--- src/pkg/asop_pkg.sv ---
// Constants shared by the converter sample output port
package asop_pkg;
	localparam int CODE_W = 10;
	localparam logic [CODE_W-1:0] CODE_ZERO = 10'h000;
	localparam logic [CODE_W-1:0] CODE_ONES = 10'h3FF;
	localparam logic [CODE_W-1:0] CODE_TOP_MINUS1 = 10'h3FE;
	localparam int SAMPLE_LATENCY = 1;
	localparam int CLK_PERIOD_NS = 40;
	localparam int HIGH_MIN_NS = 20;
	localparam int HIGH_MAX_NS = 300;
	localparam int LOW_MIN_NS = 20;
	// Least times round up, longest round down, none below one cycle
	localparam int HIGH_MIN_CYC = (HIGH_MIN_NS + CLK_PERIOD_NS - 1) / CLK_PERIOD_NS;
	localparam int HIGH_MAX_CYC = HIGH_MAX_NS / CLK_PERIOD_NS;
	localparam int LOW_MIN_CYC = (LOW_MIN_NS + CLK_PERIOD_NS - 1) / CLK_PERIOD_NS;
	localparam int CNT_W = 4;
	localparam logic [CNT_W-1:0] CNT_HIGH_MAX = 4'(HIGH_MAX_CYC);
	localparam logic [CNT_W-1:0] CNT_ZERO = 4'h0;
endpackage

--- src/rtl/asop_port.sv ---
// Sampling converter digital output port with two-entry output buffer
`timescale 1ns/1ps
`default_nettype none

module asop_port import asop_pkg::*; #(
	parameter int CODE_WIDTH = asop_pkg::CODE_W
) (
	// System
	input wire logic clk_sys,
	input wire logic sys_rst,
	// Sampling clock pin and quantised analog input
	input wire logic sample_clk,
	input wire logic [asop_pkg::CODE_W-1:0] analog_level,
	input wire logic analog_over,
	// Result stream to the capturing logic
	output logic [asop_pkg::CODE_W-1:0] conversion_code,
	output logic overrange_flag,
	output logic result_valid,
	input wire logic result_ready,
	// Clock pulse width monitor
	output logic clk_high_fault
);
	import asop_pkg::*;

	// Buffer fill levels and the depth at which an overlong high phase is flagged
	localparam logic [1:0] BUF_EMPTY = 2'h0;
	localparam logic [1:0] BUF_FULL = 2'h2;
	localparam int FAULT_DEPTH = HIGH_MAX_CYC + 1;

	// The forced overrange word is a fixed constant, so only a ten-bit code is served
	if (CODE_WIDTH != CODE_W) begin : g_width_check
		$error("asop_port: only a ten-bit code is supported");
	end
	// The high-phase counter must reach its limit without wrapping
	if (HIGH_MAX_CYC >= (1 << CNT_W)) begin : g_count_check
		$error("asop_port: high-phase limit does not fit the counter");
	end
	// Words are paired with the previous sample only, a latency of exactly one
	if (SAMPLE_LATENCY != 1) begin : g_latency_check
		$error("asop_port: only a latency of one sample is supported");
	end

	// Pin synchronisers; stage one is read only by stage two
	logic clk_s1_ff, clk_s2_ff, clk_s3_ff;
	logic [CODE_W-1:0] lvl_s1_ff, lvl_s2_ff;
	logic ovr_s1_ff, ovr_s2_ff;
	always_ff @(posedge clk_sys) begin
		if (sys_rst) begin
			clk_s1_ff <= 1'b0;
			clk_s2_ff <= 1'b0;
			clk_s3_ff <= 1'b0;
			lvl_s1_ff <= CODE_ZERO;
			lvl_s2_ff <= CODE_ZERO;
			ovr_s1_ff <= 1'b0;
			ovr_s2_ff <= 1'b0;
		end else begin
			clk_s1_ff <= sample_clk;
			clk_s2_ff <= clk_s1_ff;
			clk_s3_ff <= clk_s2_ff;
			lvl_s1_ff <= analog_level;
			lvl_s2_ff <= lvl_s1_ff;
			ovr_s1_ff <= analog_over;
			ovr_s2_ff <= ovr_s1_ff;
		end
	end

	logic rise;
	assign rise = clk_s2_ff & ~clk_s3_ff;

	// Overrange forces all ones; otherwise the level is the straight binary code
	function automatic logic [CODE_W:0] asop_encode(input logic [CODE_W-1:0] lvl,
		input logic over);
		if (over) begin
			asop_encode = {1'b1, CODE_ONES};
		end else begin
			asop_encode = {1'b0, lvl};
		end
	endfunction

	// Sample register: held from one rising edge to the next
	logic [CODE_W:0] sample_ff;
	always_ff @(posedge clk_sys) begin
		if (sys_rst) begin
			sample_ff <= {1'b0, CODE_ZERO};
		end else if (rise) begin
			sample_ff <= asop_encode(lvl_s2_ff, ovr_s2_ff);
		end
	end

	// Two-entry buffer between the sample register and the output register.
	// A stalled receiver loses no word until both entries and the output are full;
	// after that a new rise cannot push, and the previous edge's sample it overwrites in the sample register is dropped.
	logic [CODE_W:0] buf_ff [2];
	logic [1:0] cnt_ff;
	logic rd_ptr_ff, wr_ptr_ff;
	logic out_free, push, pop;
	assign out_free = !result_valid || result_ready;
	assign push = rise && (cnt_ff != BUF_FULL);
	// A word leaves the buffer when the output register takes it, not at the handshake
	assign pop = out_free && (cnt_ff != BUF_EMPTY);
	always_ff @(posedge clk_sys) begin
		if (sys_rst) begin
			cnt_ff <= BUF_EMPTY;
			rd_ptr_ff <= 1'h0;
			wr_ptr_ff <= 1'h0;
		end else begin
			// The word pushed is the previous edge's sample
			if (push) begin
				buf_ff[wr_ptr_ff] <= sample_ff;
				wr_ptr_ff <= ~wr_ptr_ff;
			end
			if (pop) begin
				rd_ptr_ff <= ~rd_ptr_ff;
			end
			cnt_ff <= cnt_ff + {1'h0, push} - {1'h0, pop};
		end
	end

	// Output register: loads a word only when free, then stands until it is taken
	always_ff @(posedge clk_sys) begin
		if (sys_rst) begin
			conversion_code <= CODE_ZERO;
			overrange_flag <= 1'h0;
			result_valid <= 1'h0;
		end else if (out_free) begin
			result_valid <= pop;
			if (pop) begin
				{overrange_flag, conversion_code} <= buf_ff[rd_ptr_ff];
			end
		end
	end

	// High phase longer than the track/hold allows is flagged
	logic [CNT_W-1:0] high_cnt_ff;
	always_ff @(posedge clk_sys) begin
		if (sys_rst) begin
			high_cnt_ff <= CNT_ZERO;
			clk_high_fault <= 1'b0;
		end else begin
			high_cnt_ff <= clk_s2_ff ? ((high_cnt_ff == CNT_HIGH_MAX) ? high_cnt_ff
				: high_cnt_ff + 4'h1) : CNT_ZERO;
			clk_high_fault <= clk_s2_ff && (high_cnt_ff == CNT_HIGH_MAX);
		end
	end
endmodule

`default_nettype wire

--- config.mk ---
export PLATFORM = sky130hd
export DESIGN_NAME = asop_port
export DESIGN_NICKNAME = d
export VERILOG_FILES = /design/src/pkg/asop_pkg.sv /design/src/rtl/asop_port.sv
export SDC_FILE = /design/constraint.sdc
export NUM_CORES = 1
export LEC_CHECK = 0
export ABC_AREA = 1
export BUFFER_PORTS_ARGS = -buffer_cell sky130_fd_sc_hd__buf_2
export CAP_MARGIN = 20
export CORE_ASPECT_RATIO = 0.75
export CORE_MARGIN = 3
export CORE_UTILIZATION = 25
export DETAILED_ROUTE_END_ITERATION = 16
export MAX_ROUTING_LAYER = met4
export PLACE_DENSITY = 0.48
export SLEW_MARGIN = 20
export SYNTH_ARGS = -nofsm -noshare
export SYNTH_HDL_FRONTEND = slang
export SYNTH_SLANG_ARGS = --single-unit
--- constraint.sdc ---
create_clock -name clk_sys -period 2.4 [get_ports clk_sys]
set_input_delay 0.36 -clock clk_sys [delete_from_list [all_inputs] [get_ports clk_sys]]
set_output_delay 0.36 -clock clk_sys [all_outputs]
set_load 0.1 [all_outputs]
# ---- Word-level counts from Yosys, hierarchy flattened
# Memories as Yosys holds them, arrays and structs flattened. A register that Yosys moved wholly into a read port is not among the register bits.
# Index checks and enable logic that the tools add are counted.
dict set report classes {
  add_sub_neg 3
  mul 0
  div 0
  magnitude_cmp 0
  n_eq_ne 2
  n_shift 0
  n_mux 4
  bitwise 5
  reduce_logical 8
}
# op n
set op_table {}
lappend op_table {{$mux W11} 1}
lappend op_table {{$add A4 B1 Y4 const B} 1}
lappend op_table {{$eq A4 B3 Y1 const B} 1}
lappend op_table {{$not A1 Y1} 4}
lappend op_table {{$logic_and A1 B1 Y1} 3}
lappend op_table {{$mux W1} 3}
lappend op_table {{$add A2 B1 Y2} 1}
lappend op_table {{$ne A2 B2 Y1 const B} 1}
lappend op_table {{$reduce_and A2 Y1} 1}
lappend op_table {{$reduce_bool A2 Y1} 1}
lappend op_table {{$reduce_or A2 Y1} 1}
lappend op_table {{$sub A2 B1 Y2} 1}
lappend op_table {{$and A1 B1 Y1} 1}
lappend op_table {{$logic_not A1 Y1} 1}
lappend op_table {{$logic_or A1 B1 Y1} 1}
dict set report word_totals {
  ff_bits 46
  latch_bits 0
  mem_bits_rw 22
  mem_bits_ro 0
  input_bits 15
  out_inout_bits 13
  elab_cells 37
  mem_count 1
}
# name depth width read_ports rd_ports_with_merged_regs write_ports line_no
set mem_list {}
lappend mem_list {buf_ff 2 11 1 1 1 asop_port.sv:93} ;# logic [CODE_W:0] buf_ff [2];

# ---- Longest topological paths before layout
dict set report depth {
  depth_word 6
  depth_mapped 14
  ltp_nobuf 13
}

# ---- Worst setup path before layout
# OpenSTA, ideal clock, no wires.
dict set report synth_path {
  kind {reg-to-reg}
  from {reg result_valid}
  to {reg cnt_ff[1]}
  setup_ns 0.113
  arrival_ns 2.275
  required_ns 2.287
  slack_ns 0.012
  path_stages_with_launch 14
  n_path_buf 1
  period_less_slack_ns 2.388
  cell_sequence {dfxtp_1 > nand2_1 > nand2_4 > buf_6 > inv_1 > ha_1 > inv_1 > ha_1 > inv_1 > nand2_1 > nand2_1 > nand2_1 > nand2_1 > nor2_1}
}
dict set report synth_between {
  elab_chain_cells 4
}
# item line_no
set synth_lines {}
lappend synth_lines {{from (decl)} asop_port.sv:18} ;# output logic result_valid,
lappend synth_lines {{from (signal assigned)} asop_port.sv:126} ;# result_valid <= pop;
lappend synth_lines {{$logic_not A1 Y1} asop_port.sv:97} ;# assign out_free = !result_valid || result_ready;
lappend synth_lines {{$logic_or A1 B1 Y1} asop_port.sv:97}
lappend synth_lines {{$logic_and A1 B1 Y1} asop_port.sv:100} ;# assign pop = out_free && (cnt_ff != BUF_EMPTY);
lappend synth_lines {{net pop} asop_port.sv:96} ;# logic out_free, push, pop;
lappend synth_lines {{$sub A2 B1 Y2} asop_port.sv:115} ;# cnt_ff <= cnt_ff + {1'h0, push} - {1'h0, pop};
lappend synth_lines {{to (signal assigned)} asop_port.sv:115}
lappend synth_lines {{to (decl)} asop_port.sv:94} ;# logic [1:0] cnt_ff;
# The timed path passes the listed nets, and every way through them passes these cells.
# A chain may end at the register's enable or synchronous reset.

# ---- Worst setup path in the final report
# Same ends and word-level chain as after synthesis.

==> flow_summary.ini <==
[floorplan]
dieArea_um2 = 12710
die_width_um = 129.2
start_util = 0.2580
num_rows = 33
design.core.area_um2 = 11020
ioPinCount = 28
die_y_um = 98.37

[sta]
finalSetupViolations = 0
slew_headroom = 0.5305
period_share = 0.7106
finalHoldViolCount = 0
setup_tns_ns = 0
post-route-min-period_ns = 1.705
tightest_slew_ns = 0.7033
rsz0062_at_grt = false
clock.fmax_mhz = 586.4
holdWs_ns = 0.2306
clock-skew-final_ns = 0.007479
finalMaxSlewViolations = 0

[critical_path]
required_ns = 2.62
critPathArrivalTime_ns = 1.93
cp_max_fo = 24
cp-end-kind = register
path_class = reg2reg
startpoint_type = register

[cts]
clk_pin_slew_worst_paths_ns = 0.06
cts_made_buffers = 9
post_cts_resized = 0
post_cts.repair.setup_buffers = 0
cts_hold_buf = 0
cts_max_level = 3
clock_path_buffers = 2
cts_root_buf = clkbuf_16
insertion_delay_ns = 0.33
cts_tree = built
clkSinkCount = 79

[place]
gp_congestion = 0.7497
dpl.cell_count = 480
dp_hpwl_um = 3103
portBuffers = 27

[synthesis]
syn_inst = 321
ys_types = 19
yosysTopAreaCellShare = 0.4012
avgSynthCellArea_um2 = 8.860
synth_fp_nets = 339
yosysWarningCount = 0
yosysSeqAreaShare = 0.6335
synth_top_cells_by_area = dfxtp_1, edfxtp_1, nor2_1
synth_seq_cells = 79
synth_top_area_cell = dfxtp_1
synth_area_um2 = 2844

[detailed_routing]
drt-pass1-iter-count = 4
vias = 1805
drtIter0Drc = 71
ant_nets = 0
drt_wl_total_um = 4613
routedWlPerCell_um = 9.300
routed_via_density = 3.639
drc = 0

[global_route]
antenna_found_initial = 0
grt_usage = 0.08312
grt_pass1_vias = 1715
grt_overflow_total = 0
grt_first_pass_wirelength_um = 7962
grt_start_max_net_pins = 28

[flow_run]
maxCapViolCount = 0

[cells_and_area]
areaGrowthSynthToFinish_pct = 19.09
n_antenna_cell = 0
num-fill-cells = 1159
fin_cells = 496
drive_gt1_frac = 0.1461
multi_input_area_um2 = 724.4
finish.utilization = 0.3072
register_area_um2 = 1802
nNetsFinal = 369

[power_and_ir_drop]
leakage_nw = 1.589
irDropWorstVdd_v = 0.0003997
p_per_area_nw_per_um2 = 1232

[outcome]
status = finished, final reports clean

[hold_path]
hold_path_class = in2reg
[kinds of logic (layout without fill, tap and decap cells)]
kind of cell | count (synthesis) | count (layout) | synth area share
AOI/OAI and AO/OA | 24 | 24 | 0.04223
adders and majority gates | 3 | 3 | 0.01320
buffers and inverters | 74 | 109 | 0.1117
DFF | 79 | 79 | 0.6335
and+or+nand+nor | 141 | 141 | 0.1993
[worst paths after layout]
path | start | end | slack, ns | cells past startpoint
setup reg to reg | result_valid | cnt_ff[1] | 0.69 | 12
hold / removal | analog_level[2] | lvl_s1_ff[2] | 0.23 | 3
hold reg to reg | lvl_s1_ff[2] | lvl_s2_ff[2] | 0.40 | 2
setup / recovery | result_valid | cnt_ff[1] | 0.69 | 12
[state kept, by name, indices dropped and copies added, names as in the netlist]
name and flops:
sample_ff 11, clk_s1_ff 1, high_cnt_ff 4, rd_ptr_ff 1
clk_s3_ff 1, cnt_ff 2, ovr_s1_ff 1, lvl_s2_ff 10
wr_ptr_ff 1, ovr_s2_ff 1, clk_high_fault 1, lvl_s1_ff 10
conversion_code 10, clk_s2_ff 1, buf_ff 22, result_valid 1
overrange_flag 1
[power by group]
| group | switching (W) | internal [W] | total (W) |
|---|---|---|---|
| Combinational | 0.00101 | 0.000253 | 0.00126 |
| Clock | 0.000539 | 0.000745 | 0.00128 |
| Sequential | 0.000106 | 0.00152 | 0.00163 |
[critical path: stages (launching register included)]
cell and delay [ns]:
dfxtp_1 0.33, nand2_1 0.13, nand2_4 0.24, inv_1 0.08
ha_1 0.28, inv_1 0.04, ha_1 0.18, inv_1 0.06
nand2_1 0.04, nand2_1 0.08, nand2_1 0.05, nand2_1 0.05
nor2_1 0.04
[placed cells by master (no fill, tap or decap), drive strengths merged]
cell type and instances:
inv 68, nand4 2, ha 3, nor2 76, o21ai 21, clkbuf 10
clkinv 1, edfxtp 22, buf 30, nand2 57, nand3 4, dfxtp 57
a21oi 3, nor3 2
[final cells by class]
cell class	count	area share
clock inverter	6	0.01478
sequential	79	0.5320
inverter	63	0.07056
tap	140	0.05172
timing repair buffer	30	0.04655
clock buffer	10	0.07056
multi-input combinational	168	0.2139
[synthesized netlist by cell type]
cell	instances
edfxtp_1	22
nor2_1	75
nand4_1	2
nand2_1	54
buf_6	3
ha_1	3
inv_1	61
nor2_4	1
inv_4	1
buf_4	2
a21oi_1	3
nor3_1	2
buf_2	6
o21ai_0	21
nand2_2	1
dfxtp_1	57
inv_2	1
nand3_1	4
nand2_4	2
[per-layer routing]
metal | vias to the layer above | GRT usage | wire [µm]
met5 | - | - | 0
met4 | 0 | 0.03228 | 62
met3 | 7 | 0.03663 | 277
met2 | 45 | 0.1059 | 1682
met1 | 729 | 0.1140 | 2592
li1 | 1024 | - | -
[stage by stage]
stage / power (W) / setup WS [ns] / area, µm²
after floorplan: 0.002777 / 0.01206 / 2844
after global placement: 0.002914 / 0.5821 / 3098
after detailed placement: 0.002930 / 0.5115 / 3098
after CTS: 0.004240 / 0.6716 / 3387
after global routing: 0.004436 / 0.5333 / 3387
final: 0.004174 / 0.6946 / 3387
Power figures use the tool's default switching activity.
